--- config.mk ---
export PLATFORM = sky130hd
export DESIGN_NAME = mcs_ctrl_status
export DESIGN_NICKNAME = d
export VERILOG_FILES = /design/src/rtl/mcs_pkg.sv /design/src/rtl/mcs_ctrl_status.sv
export SDC_FILE = /design/constraint.sdc
export NUM_CORES = 1
export LEC_CHECK = 0
export BUFFER_PORTS_ARGS = -buffer_cell sky130_fd_sc_hd__buf_2
export CAP_MARGIN = 10
export CELL_PAD_IN_SITES_DETAIL_PLACEMENT = 1
export CELL_PAD_IN_SITES_GLOBAL_PLACEMENT = 1
export CORE_MARGIN = 3
export CORE_UTILIZATION = 46
export DETAILED_ROUTE_END_ITERATION = 6
export PLACE_DENSITY_LB_ADDON = 0.1
export SLEW_MARGIN = 20
export SYNTH_ARGS = -nofsm -noshare
export SYNTH_HDL_FRONTEND = slang
export SYNTH_HIERARCHICAL = 1
export SYNTH_SLANG_ARGS = --single-unit
--- constraint.sdc ---
create_clock -name clock -period 2.7 [get_ports clock]
set_clock_uncertainty 0.05 [all_clocks]
set_input_delay 0.27 -clock clock [delete_from_list [all_inputs] [get_ports clock]]
set_output_delay 0.27 -clock clock [all_outputs]
set_load 0.05 [all_outputs]
--- src/rtl/mcs_pkg.sv ---
// Purpose: constants, register map and power states for the module control/status block,
//          plus the two-flop input synchroniser that the block uses for every pin.
// Assumes: 125 MHz clock, 8-bit register port.
// Notes:   how it works:

package mcs_pkg;

  // ---------------------------------------------------------------
  // clock and timing
  // ---------------------------------------------------------------
  localparam int CLK_KHZ      = 125000;
  localparam int T_RST_US     = 2;
  localparam int RST_CYC      = (T_RST_US * CLK_KHZ + 999) / 1000;
  localparam int T_LPOFF_MS   = 300;
  localparam int LPOFF_CYC    = T_LPOFF_MS * CLK_KHZ;
  localparam int T_PDOFF_MS   = 300;
  localparam int PDOFF_CYC    = T_PDOFF_MS * CLK_KHZ;
  localparam int WAKE_MARGIN  = 8;
  localparam int WAKE_CYC     = ((LPOFF_CYC < PDOFF_CYC) ? LPOFF_CYC : PDOFF_CYC) - WAKE_MARGIN;
  localparam int WAKE_W       = 26;
  localparam int RST_W        = 9;
  localparam int T_LPON_US    = 100;
  localparam int LPON_CYC     = T_LPON_US * CLK_KHZ / 1000;
  localparam int T_INTOFF_US  = 500;
  localparam int INTOFF_CYC   = T_INTOFF_US * CLK_KHZ / 1000;
  localparam int T_RXSQ_US    = 80;
  localparam int RXSQ_CYC     = T_RXSQ_US * CLK_KHZ / 1000;

  // ---------------------------------------------------------------
  // register map
  // ---------------------------------------------------------------
  localparam logic [7:0] ADDR_STATUS  = 8'h02;
  localparam logic [7:0] ADDR_FLAG_A  = 8'h03;
  localparam logic [7:0] ADDR_FLAG_B  = 8'h04;
  localparam logic [7:0] ADDR_DIS     = 8'h05;
  localparam logic [7:0] ADDR_MISC    = 8'h06;
  localparam logic [7:0] ADDR_MASK_A  = 8'h07;
  localparam logic [7:0] ADDR_MASK_B  = 8'h08;
  localparam logic [7:0] ADDR_LIVE_A  = 8'h09;
  localparam logic [7:0] ADDR_LIVE_B  = 8'h0a;

  // ---------------------------------------------------------------
  // field positions and reset values
  // ---------------------------------------------------------------
  localparam int STAT_NOT_READY = 0;
  localparam int STAT_LOW_POWER = 1;
  localparam int MISC_PDOWN     = 0;
  localparam int MISC_SQDIS     = 1;
  localparam int MISC_RATE_LSB  = 4;
  localparam int FLAGB_READY    = 4;
  localparam int FLAGB_OTH_LSB  = 5;
  localparam int HI_NIB_LSB     = 4;
  localparam logic [7:0] DIS_RST  = 8'h00;
  localparam logic [7:0] MISC_RST = 8'h00;
  localparam logic [7:0] MASK_RST = 8'h00;

  // ---------------------------------------------------------------
  // power states
  // ---------------------------------------------------------------
  typedef enum logic [3:0] {
    PWR_RESET = 4'b0001,
    PWR_LOW   = 4'b0010,
    PWR_WAKE  = 4'b0100,
    PWR_FULL  = 4'b1000
  } mcs_pwr_e;

endpackage

// two-flop synchroniser for pin inputs; the first flop feeds only the second
module mcs_sync #(
  parameter int W = 1,
  parameter logic [W-1:0] RST_VAL = '0
) (
  // clock and control
  input  wire logic         clock,
  input  wire logic         rstn,
  input  wire logic         ce,
  // data
  input  wire logic [W-1:0] d,
  output logic      [W-1:0] q
);
  logic [W-1:0] meta_reg;

  always_ff @(posedge clock) begin
    if (!rstn) begin
      meta_reg <= RST_VAL;
      q        <= RST_VAL;
    end else if (ce) begin
      meta_reg <= d;
      q        <= meta_reg;
    end
  end
endmodule
--- src/rtl/mcs_ctrl_status.sv ---
// Purpose: control and status logic of a four-lane pluggable module: flags, masks,
//          interrupt, power states, squelch and lane disables.
// Assumes: register port on the block clock; lane condition pins are asynchronous.
// Notes:   every software action takes effect within a few cycles, far inside the
//          latency bounds; only the wake-up sequence uses a long timer.
//
// Chosen here: the register addresses and the address-and-strobe port.

module mcs_ctrl_status
  import mcs_pkg::*;
#(
  parameter int          LANES      = 4,
  parameter int          OTHERS     = 3,
  parameter int          WAKE_CYCLES = mcs_pkg::WAKE_CYC,
  parameter bit          PWR_LVL1_MODULE = 1'b0
) (
  // clock and reset
  input  wire logic             clock,
  input  wire logic             rstn,
  input  wire logic             ce,
  // register port
  input  wire logic [7:0]       addr,
  input  wire logic [7:0]       wdata,
  input  wire logic             wr,
  input  wire logic             rd,
  output logic      [7:0]       rdata,
  // host pins
  input  wire logic             low_power_pin,
  input  wire logic             module_reset_n,
  output logic                  interrupt_out_n,
  // lane conditions
  input  wire logic [LANES-1:0] receive_signal_loss_flag_in,
  input  wire logic [LANES-1:0] tx_los_in,
  input  wire logic [LANES-1:0] tx_fault_in,
  input  wire logic [OTHERS-1:0] other_cond_in,
  // lane controls
  output logic      [LANES-1:0] tx_out_en,
  output logic      [LANES-1:0] rx_out_en,
  output logic      [LANES-1:0] rate_sel_out,
  output logic                  low_power_out
);

  // ---------------------------------------------------------------
  // declarations
  // ---------------------------------------------------------------
  localparam int SW = 3 * LANES + OTHERS + 2;

  logic [SW-1:0]        pins_raw;
  logic [SW-1:0]        pins_s;
  logic [LANES-1:0]     receive_signal_loss_flag_s;
  logic [LANES-1:0]     tx_los_s;
  logic [LANES-1:0]     tx_fault_s;
  logic [OTHERS-1:0]    other_s;
  logic                 lp_pin_s;
  logic                 rst_pin_s;

  logic [LANES-1:0]     receive_signal_loss_flag_d_reg;
  logic [LANES-1:0]     tx_los_d_reg;
  logic [LANES-1:0]     tx_fault_d_reg;
  logic [OTHERS-1:0]    other_d_reg;
  logic [LANES-1:0]     receive_signal_loss_flag_rise;
  logic [LANES-1:0]     tx_los_rise;
  logic [LANES-1:0]     tx_fault_rise;
  logic [OTHERS-1:0]    other_rise;

  logic [RST_W-1:0]     rst_cnt_reg;
  logic                 pin_rst_reg;
  logic                 soft_clr;

  mcs_pwr_e             pwr_reg;
  mcs_pwr_e             pwr_next;
  logic [WAKE_W-1:0]    wake_cnt_reg;
  logic                 lp_req;
  logic                 ready_evt_reg;

  logic [7:0]           dis_reg;
  logic [7:0]           misc_reg;
  logic [7:0]           mask_a_reg;
  logic [7:0]           mask_b_reg;
  logic [7:0]           flag_a_reg;
  logic [7:0]           flag_b_reg;
  logic [7:0]           flag_a_set;
  logic [7:0]           flag_b_set;
  logic [7:0]           flag_a_clr;
  logic [7:0]           flag_b_clr;
  logic [7:0]           status_val;
  logic [7:0]           read_val;
  logic                 sq_dis;
  logic                 pdown;
  logic                 full_pwr;

  // ---------------------------------------------------------------
  // pin synchronisers
  // ---------------------------------------------------------------
  assign pins_raw = {module_reset_n, low_power_pin, other_cond_in, tx_fault_in, tx_los_in, receive_signal_loss_flag_in};

  mcs_sync #(
    .W       (SW),
    .RST_VAL ({1'b1, {(SW-1){1'b0}}})
  ) u_sync (
    .clock (clock),
    .rstn  (rstn),
    .ce    (ce),
    .d     (pins_raw),
    .q     (pins_s)
  );

  assign receive_signal_loss_flag_s   = pins_s[LANES-1:0];
  assign tx_los_s   = pins_s[2*LANES-1:LANES];
  assign tx_fault_s = pins_s[3*LANES-1:2*LANES];
  assign other_s    = pins_s[3*LANES+OTHERS-1:3*LANES];
  assign lp_pin_s   = pins_s[SW-2];
  assign rst_pin_s  = pins_s[SW-1];

  // ---------------------------------------------------------------
  // module reset pin filter
  // ---------------------------------------------------------------
  // a low level must outlast the filter time before it counts
  always_ff @(posedge clock) begin
    if (!rstn) begin
      rst_cnt_reg <= '0;
      pin_rst_reg <= 1'b0;
    end else if (ce) begin
      if (rst_pin_s) begin
        rst_cnt_reg <= '0;
        pin_rst_reg <= 1'b0;
      end else if (rst_cnt_reg >= RST_W'(RST_CYC)) begin
        pin_rst_reg <= 1'b1;
      end else begin
        rst_cnt_reg <= rst_cnt_reg + RST_W'(1);
      end
    end
  end

  assign soft_clr = pin_rst_reg;

  // ---------------------------------------------------------------
  // condition edge detection
  // ---------------------------------------------------------------
  always_ff @(posedge clock) begin
    if (!rstn) begin
      receive_signal_loss_flag_d_reg   <= '0;
      tx_los_d_reg   <= '0;
      tx_fault_d_reg <= '0;
      other_d_reg    <= '0;
    end else if (ce) begin
      receive_signal_loss_flag_d_reg   <= receive_signal_loss_flag_s;
      tx_los_d_reg   <= tx_los_s;
      tx_fault_d_reg <= tx_fault_s;
      other_d_reg    <= other_s;
    end
  end

  assign receive_signal_loss_flag_rise   = receive_signal_loss_flag_s & ~receive_signal_loss_flag_d_reg;
  assign tx_los_rise   = tx_los_s & ~tx_los_d_reg;
  assign tx_fault_rise = tx_fault_s & ~tx_fault_d_reg;
  assign other_rise    = other_s & ~other_d_reg;

  // ---------------------------------------------------------------
  // power state machine
  // ---------------------------------------------------------------
  assign pdown = misc_reg[MISC_PDOWN];
  // a level-1 module already runs at level 1, so it ignores low-power requests
  assign lp_req = PWR_LVL1_MODULE ? 1'b0 : (lp_pin_s | pdown);

  always_comb begin
    pwr_next = pwr_reg;
    if (soft_clr) begin
      pwr_next = PWR_RESET;
    end else begin
      unique case (pwr_reg)
        PWR_RESET: begin
          pwr_next = lp_req ? PWR_LOW : PWR_WAKE;
        end
        PWR_LOW: begin
          if (!lp_req) begin
            pwr_next = PWR_WAKE;
          end
        end
        PWR_WAKE: begin
          if (lp_req) begin
            pwr_next = PWR_LOW;
          end else if (wake_cnt_reg >= WAKE_W'(WAKE_CYCLES - 1)) begin
            pwr_next = PWR_FULL;
          end
        end
        PWR_FULL: begin
          if (lp_req) begin
            pwr_next = PWR_LOW;
          end
        end
        default: begin
          pwr_next = PWR_RESET;
        end
      endcase
    end
  end

  always_ff @(posedge clock) begin
    if (!rstn) begin
      pwr_reg <= PWR_RESET;
    end else if (ce) begin
      pwr_reg <= pwr_next;
    end
  end

  // wake timer runs only while waking
  always_ff @(posedge clock) begin
    if (!rstn) begin
      wake_cnt_reg <= '0;
    end else if (ce) begin
      if (pwr_reg == PWR_WAKE && pwr_next == PWR_WAKE) begin
        wake_cnt_reg <= wake_cnt_reg + WAKE_W'(1);
      end else begin
        wake_cnt_reg <= '0;
      end
    end
  end

  // monitor data becomes ready on entry to full power
  always_ff @(posedge clock) begin
    if (!rstn) begin
      ready_evt_reg <= 1'b0;
    end else if (ce) begin
      ready_evt_reg <= (pwr_next == PWR_FULL) && (pwr_reg != PWR_FULL);
    end
  end

  assign full_pwr = (pwr_reg == PWR_FULL);

  // ---------------------------------------------------------------
  // control registers
  // ---------------------------------------------------------------
  always_ff @(posedge clock) begin
    if (!rstn || (ce && soft_clr)) begin
      dis_reg  <= DIS_RST;
      misc_reg <= MISC_RST;
    end else if (ce && wr) begin
      if (addr == ADDR_DIS) begin
        dis_reg <= wdata;
      end
      if (addr == ADDR_MISC) begin
        misc_reg <= wdata;
      end
    end
  end

  always_ff @(posedge clock) begin
    if (!rstn || (ce && soft_clr)) begin
      mask_a_reg <= MASK_RST;
      mask_b_reg <= MASK_RST;
    end else if (ce && wr) begin
      if (addr == ADDR_MASK_A) begin
        mask_a_reg <= wdata;
      end
      if (addr == ADDR_MASK_B) begin
        mask_b_reg <= wdata;
      end
    end
  end

  // ---------------------------------------------------------------
  // latched flags, cleared on read
  // ---------------------------------------------------------------
  always_comb begin
    flag_a_set = {tx_fault_rise, receive_signal_loss_flag_rise};
    flag_b_set = {other_rise, ready_evt_reg, tx_los_rise};
    flag_a_clr = (rd && addr == ADDR_FLAG_A) ? flag_a_reg : 8'h00;
    flag_b_clr = (rd && addr == ADDR_FLAG_B) ? flag_b_reg : 8'h00;
  end

  // only the bits returned by the read are cleared; a new event in that cycle stays set
  always_ff @(posedge clock) begin
    if (!rstn || (ce && soft_clr)) begin
      flag_a_reg <= 8'h00;
      flag_b_reg <= 8'h00;
    end else if (ce) begin
      flag_a_reg <= (flag_a_reg & ~flag_a_clr) | flag_a_set;
      flag_b_reg <= (flag_b_reg & ~flag_b_clr) | flag_b_set;
    end
  end

  // ---------------------------------------------------------------
  // interrupt output
  // ---------------------------------------------------------------
  always_ff @(posedge clock) begin
    if (!rstn) begin
      interrupt_out_n <= 1'b1;
    end else if (ce) begin
      interrupt_out_n <= ~|((flag_a_reg & ~mask_a_reg) | (flag_b_reg & ~mask_b_reg));
    end
  end

  // ---------------------------------------------------------------
  // register read
  // ---------------------------------------------------------------
  always_comb begin
    status_val                 = 8'h00;
    status_val[STAT_NOT_READY] = ~full_pwr;
    status_val[STAT_LOW_POWER] = (pwr_reg == PWR_LOW);
  end

  always_comb begin
    read_val = 8'h00;
    unique case (addr)
      ADDR_STATUS: read_val = status_val;
      ADDR_FLAG_A: read_val = flag_a_reg;
      ADDR_FLAG_B: read_val = flag_b_reg;
      ADDR_DIS:    read_val = dis_reg;
      ADDR_MISC:   read_val = misc_reg;
      ADDR_MASK_A: read_val = mask_a_reg;
      ADDR_MASK_B: read_val = mask_b_reg;
      ADDR_LIVE_A: read_val = {tx_fault_s, receive_signal_loss_flag_s};
      ADDR_LIVE_B: read_val = {other_s, 1'b0, tx_los_s};
      default:     read_val = 8'h00;
    endcase
  end

  // read data stands only in the cycle after the strobe
  always_ff @(posedge clock) begin
    if (!rstn) begin
      rdata <= 8'h00;
    end else if (ce) begin
      rdata <= rd ? read_val : 8'h00;
    end
  end

  // ---------------------------------------------------------------
  // lane outputs: squelch, disables, rate
  // ---------------------------------------------------------------
  assign sq_dis = misc_reg[MISC_SQDIS];

  always_ff @(posedge clock) begin
    if (!rstn) begin
      tx_out_en <= '0;
      rx_out_en <= '0;
    end else if (ce) begin
      for (int i = 0; i < LANES; i++) begin
        tx_out_en[i] <= full_pwr & ~dis_reg[i] & ~(tx_los_s[i] & ~sq_dis);
        rx_out_en[i] <= full_pwr & ~dis_reg[HI_NIB_LSB + i] & ~(receive_signal_loss_flag_s[i] & ~sq_dis);
      end
    end
  end

  always_ff @(posedge clock) begin
    if (!rstn) begin
      rate_sel_out <= '0;
    end else if (ce) begin
      rate_sel_out <= misc_reg[MISC_RATE_LSB +: LANES];
    end
  end

  // level 1 is held in reset and low-power states
  always_ff @(posedge clock) begin
    if (!rstn) begin
      low_power_out <= 1'b1;
    end else if (ce) begin
      low_power_out <= (pwr_next == PWR_LOW) || (pwr_next == PWR_RESET);
    end
  end

endmodule

==> reports/metrics.csv <==
stage,metric,value,unit
detailed_routing,total number of vias,6149,
setup_path,arrival time of the worst setup path,2.51,ns
die,Die Footprint,17500,sq um
synthesis,ys async rst share,0,%
sta,minimum clock period,2.21,ns
min_path,Hold Path Class,primary input to flip-flop,
grt,initial antenna violation count,0,
synthesis,Synth Warn #,6,
setup_path,CP Cell Sequence,inv_1 > ha_1 > or3_1 > a31oi_1 > nor3b_1 > nand3b_1 > a21oi_1,
setup_path,kind of cell adding the most delay to the critical path,simple AND/OR/NAND/NOR gates,
synthesis,post-synth cell types,66,
clock_tree,Sink Count,160,
detailed_routing,Total Wirelength,20600,um
setup_path,slowest cell delay on critical path,0.43,ns
synthesis,Synth area leader,dfxtp_1,
detailed_routing,average routed wire per standard cell,19.2,um
placed_design,DP Cell Count,1037,
synthesis,Synth Area in Simple Gates,22.0,%
min_path,Worst Hold Depth,3,
synthesis,complex-gate fraction of the synthesized area,12.2,%
die,IO Count,60,
die,standard-cell row count,45,
die,Core Region,15400,sq um
sta,Worst Tran Pin Value,0.761,ns
setup_path,r2r setup slk,0.49,ns
setup_path,CP Buf/Inv Count,1,
die,Initial Util,47.6,%
sta,RSZ-0062 raised after global routing,no,
finish,max reg flops,26,
detailed_routing,Iter 0 DRT Violations,347,
grt,first-pass GRT wire length,33100,um
synthesis,top_reg_cell synth,dfxtp_1,
placed_design,DP Area,7740,sq um
pwr,Power Dens Cells,604,nW/um^2
finish,most frequent cells in the layout,"160 x dfxtp_1, 81 x nor2_1, 76 x mux2i_1",
synthesis,Post-Syn Area,7320,sq um
clock_tree,clock buffer depth,2,
clock_tree,H-tree lvl count,4,
grt,gr usage total,23.5,%
finish,layout cells sized above 1,15.3,%
clock_tree,clock-pin slew on the worst setup and hold paths,0.06,ns
pwr,P_leak,0.00318,uW
finish,n_diodes,0,
setup_path,crit path kind,flip-flop to flip-flop,
outcome,outcome,completed,
synthesis,share of the synthesized area in the top cell type,43.7,%
sta,setup TNS,0,ns
synthesis,post-synthesis mux area share,12.5,%
sta,fmax,0.452,GHz
synthesis,#FFs+latches synth,160,
setup_path,CP Launch Type,flip-flop,
sta,Hold Fails Final Rpt,0,
setup_path,CP Capture Type,flip-flop,
finish,"commonest non-fill, non-tap cell in the layout",dfxtp_1,
run,max-cap violations,0,
placed_design,PortBufs,59,
synthesis,post-synthesis instance total,799,
detailed_routing,DRT Pass-1 Iters,5,
synthesis,largest family of logic cells by synthesized area,simple AND/OR/NAND/NOR gates,
synthesis,Mean Syn Cell Area,9.16,sq um
grt,pin count of the biggest net entering global routing,53,
clock_tree,CTS Hold Bufs,0,
setup_path,cell count along the critical path,7,
die,Die Height,132,um
placed_design,DP HPWL,15000,um
finish,synthesis-to-finish area growth,13.1,%
finish,fin cells,1069,
synthesis,"Seq/Total Area, Yosys",43.7,%
die,Die X-Extent,132,um
detailed_routing,vias per cell,5.75,
clock_tree,CTS tree,built,
clock_tree,# Post-CTS Setup Buffers,0,
sta,Final setup viols,0,
clock_tree,Clock Tree Root,clkbuf_16,
synthesis,largest cells by area after synthesis,"dfxtp_1 44%, mux2i_1 10%, nor2_1 4.2%",
finish,nets,886,
finish,area of the multi-input gates,3700,sq um
placed_design,routability cong.,0.926,
synthesis,Post-synth EDFFs,0,
setup_path,CP max stage cell,nor3b_1,
synthesis,XOR/XNOR Fraction of Synth Area,3.23,%
setup_path,reg2reg path depth,7,
sta,crit share post-route,82.0,%
grt,vias in the first global route,6361,
sta,slew margin rel.,49.3,%
detailed_routing,antenna-violating nets left,0,
sta,final number of max-transition violations,0,
finish,Storage cell area,3200,sq um
detailed_routing,DRC,0,
finish,design area,8280,sq um
clock_tree,Worst-Skew Late Latency,0.42,ns
synthesis,syn_nets,840,
setup_path,CP required,3.00,ns
setup_path,CP Max Fanout,6,
clock_tree,Resized cells post-CTS,0,
grt,Overflow after GRT,0,
pwr,Worst IR Drop VDD,0.575,mV
synthesis,post-synthesis adder-cell area fraction,0.513,%
finish,Fillers,1764,
clock_tree,TritonCTS Buffers,17,
[metal layers]
metal / vias to the layer above / GRT usage (%) / routed length [um]
met3: 51 / 4.47 / 1050
met1: 3007 / 27.9 / 8280
li1: 2919 / - / -
met4: 0 / 9.92 / 710
met5: - / 0 / 0
met2: 172 / 41.6 / 10500
[cell usage after synthesis, drive strengths merged, types with 3 or more instances]
master / number
ha: 3
nor3: 32
nand3b: 3
xnor2: 6
nand3: 26
nand4: 14
a32o: 3
a211oi: 7
o211ai: 3
a22o: 5
nor4: 8
nand4b: 3
a221oi: 8
and4: 6
o22ai: 3
a31oi: 5
nor2b: 40
dfxtp: 160
nor2: 81
buf: 18
a32oi: 10
a21oi: 51
nand2: 57
inv: 40
a22oi: 3
mux2i: 76
xor2: 21
clkbuf: 31
or4: 3
o21ai: 20
and3: 13
nand2b: 12
mux4: 6
[through the flow]
| step | setup WS [ns] | util (%) | hold WS (ns) | power (uW) |
|---|---|---|---|---|
| 6_report | 0.486 | 53.9 | 0.0301 | 5000 |
| 5_1_grt | 0.272 | 53.9 | 0.0218 | 5200 |
| 4_1_cts | 0.476 | 53.9 | 0.00846 | 5050 |
| 3_5_place_dp | 0.348 | 50.4 | 0.396 | 2840 |
| 3_3_place_gp | 0.461 | 50.4 | 0.383 | 2820 |
| 2_1_floorplan | 0.802 | - | 0.348 | 2730 |
[worst paths after layout]
path	start	to
max	rst_cnt_reg[0]	rst_cnt_reg[2]
min	module_reset_n	u_sync/meta_reg[16]
max reg2reg	rst_cnt_reg[0]	rst_cnt_reg[2]
min reg2reg	rst_cnt_reg[8]	rst_cnt_reg[8]
[tightest hold or removal path, delay by kind of cell]
kind	cells	cell delay, ns
buffers and inverters	1	0.07
and+or+nand+nor	1	0.07
muxes	1	0.06
[report_power, final]
group | internal (uW) | switching, uW
clock | 1200 | 1020
sequential | 2400 | 48.2
combinational | 126 | 212
[cell type report]
cell class / instances / area share, %
tap: 211 / 3.19
multi-input combinational: 550 / 44.7
timing repair buffer: 76 / 5.14
clock inverter: 12 / 1.18
inverter: 40 / 1.81
clock buffer: 20 / 5.27
sequential: 160 / 38.7
[logic make-up (layout without fill, tap and decap cells)]
| kind of cell | Yosys count | after routing |
|---|---|---|
| AOI/OAI and AO/OA | 132 | 132 |
| and+or+nand+nor | 304 | 304 |
| muxes | 84 | 84 |
| xor gates and xnor gates | 27 | 27 |
| adders and majority gates | 3 | 3 |
| DFF | 160 | 160 |
| buffers and inverters | 89 | 148 |
Note: power is estimated with default switching activity, not from simulation.
